--- src/pkg/lut_entry_pkg.sv ---
// Package: register map, fields and reset values for one fan lookup table entry
package lut_entry_pkg;
    localparam logic [7:0] TEMP_LIMIT_ADDR = 8'h62;
    localparam logic [7:0] DUTY_CYCLE_ADDR = 8'h63;
    localparam logic [7:0] TEMP_LIMIT_RESET = 8'h7f;
    localparam logic [7:0] DUTY_CYCLE_RESET = 8'h3f;
    localparam int THRESHOLD_TOP_POS = 7;
    localparam int DUTY_EXT_LSB = 6;
    localparam int DUTY_BASE_W = 6;
    localparam int TEMP_W = 9;
    localparam int DUTY_W = 8;

    typedef struct packed {
        logic wr;
        logic rd;
        logic [7:0] addr;
        logic [7:0] wdata;
    } reg_req_s;

    typedef struct packed {
        logic hi_res_temp;
        logic hi_res_duty;
        logic pwm_22k5_sel;
        logic table_wr_en;
    } mode_s;
endpackage

--- src/core/fan_lut_entry_ten.sv ---
// Lookup table entry ten: temperature limit and paired duty cycle
`timescale 1ns/1ps
`default_nettype none

module fan_lut_entry_ten #(
    parameter int TEMP_BITS = lut_entry_pkg::TEMP_W,
    parameter int DUTY_BITS = lut_entry_pkg::DUTY_W
) (
    input wire logic ref_clk_in,
    input wire logic reset_in,
    input wire lut_entry_pkg::reg_req_s req_in,
    input wire lut_entry_pkg::mode_s mode_in,
    input wire logic [8:0] remote_temp_in,
    input wire logic [8:0] table_offset_in,
    output logic [7:0] rdata_out,
    output logic rvalid_out,
    output logic above_out,
    output logic [7:0] duty_out
);
    // One guard bit so limit plus offset cannot wrap
    localparam int THR_W = TEMP_BITS + 1;
    localparam int TOP = lut_entry_pkg::THRESHOLD_TOP_POS;
    localparam int EXT = lut_entry_pkg::DUTY_EXT_LSB;
    localparam int BASE_W = lut_entry_pkg::DUTY_BASE_W;

    // Stored registers
    logic [7:0] limit_r;
    logic [7:0] limit_nxt;
    logic [7:0] duty_r;
    logic [7:0] duty_nxt;
    logic wr_take;

    // Read port
    logic [7:0] rdata_r;
    logic [7:0] rdata_nxt;
    logic rvalid_r;
    logic rvalid_nxt;
    logic rd_take;

    // Compare path
    logic above_r;
    logic above_nxt;
    logic [7:0] duty_o_r;
    logic [7:0] duty_o_nxt;
    logic [THR_W-1:0] thr_base;
    logic [THR_W-1:0] thr_full;
    logic [THR_W-1:0] temp_cmp;

    // Masked views of the stored bits
    logic [7:0] limit_vis;
    logic [7:0] duty_vis;
    logic ext_ok;

    // Ports are sized for the register map, so other widths are refused
    if (TEMP_BITS != lut_entry_pkg::TEMP_W) begin : g_temp_width_check
        $error("TEMP_BITS must match the nine bit reading");
    end
    if (DUTY_BITS != lut_entry_pkg::DUTY_W) begin : g_duty_width_check
        $error("DUTY_BITS must match the eight bit register");
    end
    if (EXT != BASE_W) begin : g_duty_split_check
        $error("Duty extension must sit directly above the base bits");
    end

    // Register select, shared by write and read paths
    function automatic logic hits_limit(input logic [7:0] addr);
        hits_limit = (addr == lut_entry_pkg::TEMP_LIMIT_ADDR);
    endfunction

    function automatic logic hits_duty(input logic [7:0] addr);
        hits_duty = (addr == lut_entry_pkg::DUTY_CYCLE_ADDR);
    endfunction

    // Stored bits are kept; only what is read and used is masked
    always_comb begin
        ext_ok = mode_in.hi_res_duty & mode_in.pwm_22k5_sel;
        limit_vis = limit_r;
        if (!mode_in.hi_res_temp) begin
            limit_vis[TOP] = 1'b0;
        end
        duty_vis = duty_r;
        if (!ext_ok) begin
            duty_vis[7:EXT] = 2'b00;
        end
    end

    // Writes land only while the table is unlocked
    always_comb begin
        wr_take = req_in.wr & mode_in.table_wr_en;
        limit_nxt = limit_r;
        duty_nxt = duty_r;
        if (wr_take) begin
            if (hits_limit(req_in.addr)) begin
                limit_nxt = req_in.wdata;
            end else if (hits_duty(req_in.addr)) begin
                duty_nxt = req_in.wdata;
            end
        end
    end

    always_ff @(posedge ref_clk_in) begin
        if (reset_in) begin
            limit_r <= lut_entry_pkg::TEMP_LIMIT_RESET;
            duty_r <= lut_entry_pkg::DUTY_CYCLE_RESET;
        end else begin
            limit_r <= limit_nxt;
            duty_r <= duty_nxt;
        end
    end

    // Reads are never gated; unknown addresses answer zero
    always_comb begin
        rd_take = req_in.rd;
        rdata_nxt = rdata_r;
        rvalid_nxt = 1'b0;
        if (rd_take) begin
            rvalid_nxt = 1'b1;
            if (hits_limit(req_in.addr)) begin
                rdata_nxt = limit_vis;
            end else if (hits_duty(req_in.addr)) begin
                rdata_nxt = duty_vis;
            end else begin
                rdata_nxt = 8'h00;
            end
        end
    end

    always_ff @(posedge ref_clk_in) begin
        if (reset_in) begin
            rdata_r <= 8'h00;
            rvalid_r <= 1'b0;
        end else begin
            rdata_r <= rdata_nxt;
            rvalid_r <= rvalid_nxt;
        end
    end

    // Both sides in half degrees; unsigned so never negative
    // Low resolution drops the half degree bit on both sides
    always_comb begin
        if (mode_in.hi_res_temp) begin
            thr_base = {2'b00, limit_vis};
            temp_cmp = {1'b0, remote_temp_in};
        end else begin
            thr_base = {2'b00, limit_vis[TOP-1:0], 1'b0};
            temp_cmp = {1'b0, remote_temp_in[8:1], 1'b0};
        end
        // Readings beyond nine bits cannot exist, so a high sum just never trips
        thr_full = thr_base + {1'b0, table_offset_in};
        above_nxt = temp_cmp > thr_full;
        duty_o_nxt = 8'h00;
        if (above_nxt) begin
            duty_o_nxt = duty_vis;
        end
    end

    always_ff @(posedge ref_clk_in) begin
        if (reset_in) begin
            above_r <= 1'b0;
            duty_o_r <= 8'h00;
        end else begin
            above_r <= above_nxt;
            duty_o_r <= duty_o_nxt;
        end
    end

    // Outputs straight from the flip-flops
    assign rdata_out = rdata_r;
    assign rvalid_out = rvalid_r;
    assign above_out = above_r;
    assign duty_out = duty_o_r;
endmodule // fan_lut_entry_ten

`default_nettype wire

--- config.mk ---
export PLATFORM = sky130hd
export DESIGN_NAME = fan_lut_entry_ten
export DESIGN_NICKNAME = d
export VERILOG_FILES = /design/src/pkg/lut_entry_pkg.sv /design/src/core/fan_lut_entry_ten.sv
export SDC_FILE = /design/constraint.sdc
export NUM_CORES = 1
export LEC_CHECK = 0
export ABC_AREA = 1
export BUFFER_PORTS_ARGS = -buffer_cell sky130_fd_sc_hd__buf_4
export CAP_MARGIN = 20
export CORE_MARGIN = 5
export CORE_UTILIZATION = 25
export CTS_BUF_LIST = sky130_fd_sc_hd__clkbuf_2
export DETAILED_ROUTE_END_ITERATION = 7
export HOLD_SLACK_MARGIN = 0.02
export PLACE_DENSITY = 0.42
export SLEW_MARGIN = 5
export SYNTH_ARGS = -nofsm -noshare
export SYNTH_HDL_FRONTEND = slang
export SYNTH_SLANG_ARGS = --single-unit
--- constraint.sdc ---
create_clock -name ref_clk_in -period 5.7 [get_ports ref_clk_in]
set_input_delay 0.855 -clock ref_clk_in [delete_from_list [all_inputs] [get_ports ref_clk_in]]
set_output_delay 0.855 -clock ref_clk_in [all_outputs]
set_load 0.02 [all_outputs]
==> results of run 1 <==
==> layer usage <==
layer  track usage  wire (µm)
met4       0.03151         74
met3       0.02500        254
met5             0          0
met1        0.1599       2610
met2        0.1675       2292
==> synth_stat cells, drive strengths merged <==
cell type  count  share of area
nand2         47          0.093
o311ai         1         0.0045
xor2           6          0.027
o21ai         30          0.079
o21a           2         0.0077
nor3           3          0.010
ha            17           0.11
inv           42          0.081
nand3         13          0.036
nand4          1         0.0032
fa             1          0.010
nor2          43          0.091
nor4           1         0.0064
dfxtp         34           0.35
a21oi         22          0.057
clkbuf         3         0.0077
o31ai          1         0.0039
xnor2          1         0.0045
buf            4          0.017
==> cell type report <==
class                           count  area, µm²  area share
Sequential cell                    34      680.7      0.2721
Tap cell                          102      127.6     0.05103
Clock inverter                      3      11.26    0.004502
Timing Repair Buffer               59      442.9      0.1771
Clock buffer                        5      25.02     0.01000
Inverter                           42      157.7     0.06303
Multi-Input combinational cell    189       1056      0.4222
==> registers in the layout (all words and copies together) (netlist names) <==
register and count:
rdata_out 8, duty_out 8, above_out 1, rvalid_out 1, limit_r 8, duty_r 8
==> placed cells by master, fill, tap and decap left out, types with 2 or more instances in the layout <==
| cell type | Yosys | final |
|---|---|---|
| clkinv_1 | 0 | 3 |
| dfxtp_1 | 34 | 34 |
| nand3_1 | 12 | 12 |
| clkbuf_2 | 0 | 5 |
| inv_1 | 42 | 42 |
| nor2_4 | 2 | 2 |
| ha_1 | 17 | 17 |
| nor3_1 | 2 | 2 |
| nand2_2 | 2 | 2 |
| buf_4 | 0 | 59 |
| o21ai_0 | 28 | 28 |
| a21oi_1 | 22 | 22 |
| nor2_1 | 41 | 41 |
| nand2_1 | 45 | 45 |
| o21a_1 | 2 | 2 |
| xor2_1 | 6 | 6 |
==> how the worst max path moves through the flow <==
stage | from | endpoint | slack (ps) | cells past startpoint
2_1_floorplan | mode_in[3] | duty_out[0] | 2560 | 21
3_3_place_gp | mode_in[3] | duty_out[2] | 2260 | 21
3_5_place_dp | mode_in[3] | duty_out[5] | 2210 | 21
4_1_cts | mode_in[3] | duty_out[5] | 2620 | 21
5_1_grt | mode_in[3] | duty_out[0] | 2340 | 21
6_report | mode_in[3] | duty_out[5] | 2650 | 21
==> worst max-delay path, delay by kind of cell <==
kind	cells	cell delay, ps
AOI/OAI and AO/OA	2	440
xor gates and xnor gates	1	80
adders and majority gates	2	560
buffers and inverters	2	240
and+or+nand+nor	14	1170
==> power breakdown <==
group / switching [mW] / internal [mW]
combinational: 0.0782 / 0.0649
clock: 0.0808 / 0.0262
sequential: 0.00350 / 0.248
total: 0.162 / 0.339
==> logic make-up (layout without fill, tap and decap cells) <==
kind of cell / count (synthesis) / count (layout)
AND/OR/NAND/NOR: 108 / 108
AO/OA/AOI/OAI: 56 / 56
buffers and inverters: 49 / 109
flip-flops: 34 / 34
adder cells (fa/ha/maj): 18 / 18
XOR/XNOR: 7 / 7
==> metrics, run 1 <==
DRC violations left=0; I/O Pins=60; global route total overflow=0; final worst setup slack=2649 ps; drt pass-1 iters=4; RSZ-0062 raised after global routing=false; die height=98.14 µm; hold depth=2; Slowest-stage cell, CP=o21ai_0; RR Startpoint=limit_r[0]; via count=1843; final total power=0.5018 mW; average size of a mapped cell=7.139 µm²; endpoint class of the critical path=register; Port Buf Inserts=59; Mapped Nets=332; Peak Freq=327.8 MHz; worst endpoint required time=6010 ps; P&R area growth vs syn=28.80%; Synth Area in Adders=0.1198; share of cells above drive strength 1=0.2169; Cell Area, Synth=1942 µm²; XOR/XNOR share of the synthesized area=0.03157; DR iter-0 viols=61; Arr. time, crit path=3360 ps; status=finished clean; row cnt=32; dpl ws=2210 ps; Final Critical Period=3051 ps; cells after synthesis=272; wire per inst=12.06 µm; Slew Viols, Final=0; CTS root buffer=clkbuf_2; Clk Latency, worst-skew pair=380 ps; global-route wire length before repair=8652 µm; Final Skew=21.82 ps; Placeable Area=7647 µm²; worst hold-check path type=reg -> reg; CP cell instances=buf_4 > o21ai_0 > inv_1 > ha_1 > nand3_1 > nand2_1 > a21oi_1 > nor2_1 > nor2_1 > xor2_1 > ha_1 > nand2_1 > nor2_1 > nand2_1 > nand3_1 > nand2_1 > nand2_1 > nand2_1 > nand2_1 > nand3_2 > nor2_1; r2r worst-path depth=20; clock sink total=34; reg2reg setup slack=2880 ps; yosys warns=0; multiplexer share of the synthesized area=0; initial antenna violation count=0; #FFs+latches synth=34; Placer Congestion=0.8127; Placed Area=2465 µm²; critical path type=in -> reg; DRT Wirelength=5232 µm; Synth Area in Simple Gates=0.2403; worst-path fanout max=16; Worst VDD drop=0.00005930 V; Max-Cap Viols=0; Vias/cell=4.247; # setup viols final=0; cts hold-fix bufs=0; period utilization=0.5353; post-layout util=0.3271; Seq/Total Area, Yosys=0.3505; CP Launch Type=input pin; final net count=391; total track usage=0.1114; WHS=464.1 ps; number of global-route vias before repair=1816; combinational family with the most area after synthesis=simple AND/OR/NAND/NOR gates; Initial Util=0.2539; worst r2r dst=duty_out[5]; hold wc startpoint=duty_r[0]; clock transition at the registers of the reported paths=150 ps; slowest stage delay, CP=290 ps; Num CTS Buffers=5; Hold Vio Cnt, Final=0; Hold Path End=duty_out[0]; Tightest Pin Transition=423.5 ps; Netlist cell types=27; Setup Total Neg Slack=0 ps; post-synthesis compound-gate area fraction=0.1521; Detail Route Antenna Nets=0; largest net degree at the start of global routing=22; CTS tree=built; most used cell, CP=nand2_1; Die X-Extent=98.14 µm; fillers=851; H-tree levels=2; clk buf depth=2; Pwr per Cell Area=200.6 nW/µm²; design area=2501 µm²; fin cells=434; Post-CTS Resized=0; leakage power=1.348 nW; post-CTS setup buffer count=0; n_diodes=0; Placed Cells=426; Post-DP HPWL=4250 µm; Max-slew headroom=0.7141; DIE AREA=9630 µm²
Power figures use the tool's default switching activity.
==> run 2: changes to the inputs <==
Clock period 5.7 ns to 3.1 ns, I/O delays scaled along.
==> metrics, run 2 (synthesis gave the netlist of run 1 again) <==
Port Buf Inserts=59 (unchanged); RR Startpoint=limit_r[0]; Placeable Area=7647 µm² (unchanged); WHS=301.6 ps (-162.5 ps); hold wc startpoint=req_in[4]; Num CTS Buffers=5 (unchanged); I/O Pins=60 (unchanged); wire per inst=11.95 µm (-0.88%); P&R area growth vs syn=29.19%; Placer Congestion=0.7911 (-2.7%); Hold Vio Cnt, Final=0 (unchanged); Slew Viols, Final=0 (unchanged); area occupied by multi-input gates=1064 µm² (+0.71%); Worst VDD drop=0.0001307 V (+120%); Max-slew headroom=0.7137 (about the same); Placed Area=2472 µm² (+0.30%); Final Critical Period=2711 ps; number of global-route vias before repair=1762 (-3.0%); design area=2509 µm² (+0.30%); most common cell after layout, fill and taps aside=buf_4; via count=1829 (-0.76%); leakage power=1.351 nW (+0.16%); global-route wire length before repair=8556 µm (-1.1%); final net count=392 (+0.26%); total track usage=0.1111 (-0.0003617); Clk Latency, worst-skew pair=370 ps (about the same); DIE AREA=9630 µm² (unchanged); DRC violations left=0 (unchanged); worst-path fanout max=9 (-7); Detail Route Antenna Nets=0 (unchanged); Setup Total Neg Slack=0 ps (unchanged); Post-DP HPWL=4190 µm (-1.4%); period utilization=0.8745; DRT Wirelength=5174 µm (-1.1%); worst endpoint required time=3400 ps (-2610 ps); Reg area=680.7 µm² (unchanged); die height=98.14 µm (unchanged); post-CTS setup buffer count=0 (unchanged); global route total overflow=0 (unchanged); worst hold-check path type=in -> reg; commonest cells after routing, fill and taps aside=60 x buf_4, 45 x nand2_1, 42 x inv_1; # setup viols final=0 (unchanged); Die X-Extent=98.14 µm (unchanged); Peak Freq=368.9 MHz; critical path type=reg -> reg; n_diodes=0 (unchanged); CTS tree=built; Arr. time, crit path=3020 ps (-340 ps); H-tree levels=2 (unchanged); share of cells above drive strength 1=0.2205 (+0.003676); Final Skew=21.15 ps (-0.6674 ps); Worst Setup SP=limit_r[0]; clock sink total=34 (unchanged); drt pass-1 iters=4 (unchanged); status=finished clean; CTS root buffer=clkbuf_2; final total power=0.9164 mW (+83%); clock transition at the registers of the reported paths=170 ps (+20 ps); DR iter-0 viols=60 (-1.6%); fillers=868 (+2.0%); CP Launch Type=register; RSZ-0062 raised after global routing=false; Initial Util=0.2539 (unchanged); row cnt=32 (unchanged); Pwr per Cell Area=365.3 nW/µm² (+82%); Max-Cap Viols=0 (unchanged); initial antenna violation count=0 (unchanged); largest net degree at the start of global routing=22 (unchanged); Tightest Pin Transition=424.0 ps (+0.5178 ps); endpoint class of the critical path=register; Vias/cell=4.224 (-0.53%); clk buf depth=2 (unchanged)
run 2: critical path: stages (launching register included):
cell and delay, ps:
dfxtp_1 450, nand2_1 70, inv_1 60, ha_1 150, inv_1 50, fa_1 440
o21ai_1 230, xor2_1 100, ha_1 280, nand2_1 60, nor2_1 130, nand2_1 60
nand3_1 70, nand2_1 50, nand2_1 50, nand2_1 40, nand2_1 90, nand3_4 130
nor2_1 110
run 2: final cells by class:
| type | instances | area share |
|---|---|---|
| Clock inverter | 1 | 0.001496 |
| Tap cell | 102 | 0.05087 |
| Inverter | 42 | 0.06284 |
| Timing Repair Buffer | 60 | 0.1796 |
| Sequential cell | 34 | 0.2713 |
| Multi-Input combinational cell | 189 | 0.4239 |
| Clock buffer | 5 | 0.009975 |
run 2: through the flow:
| stage | setup WS, ps | utilization | cells |
|---|---|---|---|
| floorplan | 345.7 | - | 272 |
| global placement | 90.67 | 0.3233 | 427 |
| detailed placement | 14.84 | 0.3233 | 427 |
| CTS | 228.1 | 0.3271 | 433 |
| global route | 43.30 | 0.3280 | 433 |
| finish | 389.0 | 0.3280 | 433 |
run 2: where the power goes:
part	switching, mW	internal, mW	total, mW	leakage (nW)
combinational	0.145	0.122	0.267	1.05
clock	0.141	0.0448	0.186	0.0223
sequential	0.00667	0.456	0.463	0.277
total	0.293	0.623	0.916	1.35
run 2: final timing paths:
check	depth (start not counted)	end	slack [ps]
worst max register to register	18	duty_out[3]	390
worst max-delay path	18	duty_out[3]	390
worst min-delay path	3	duty_r[4]	300
worst min register to register	2	duty_out[0]	470
run 2: what timing repair did:
action	CTS	global route
gates resized for setup	0	2
hold buffers	0	0
hold endpoints to repair	0	0
endpoints found under the setup margin	0	9
run 2: metal layers:
metal	wire length, µm	track usage
met1	2632	0.1566
met2	2200	0.1691
met3	270	0.02643
met4	72	0.03151
met5	0	0
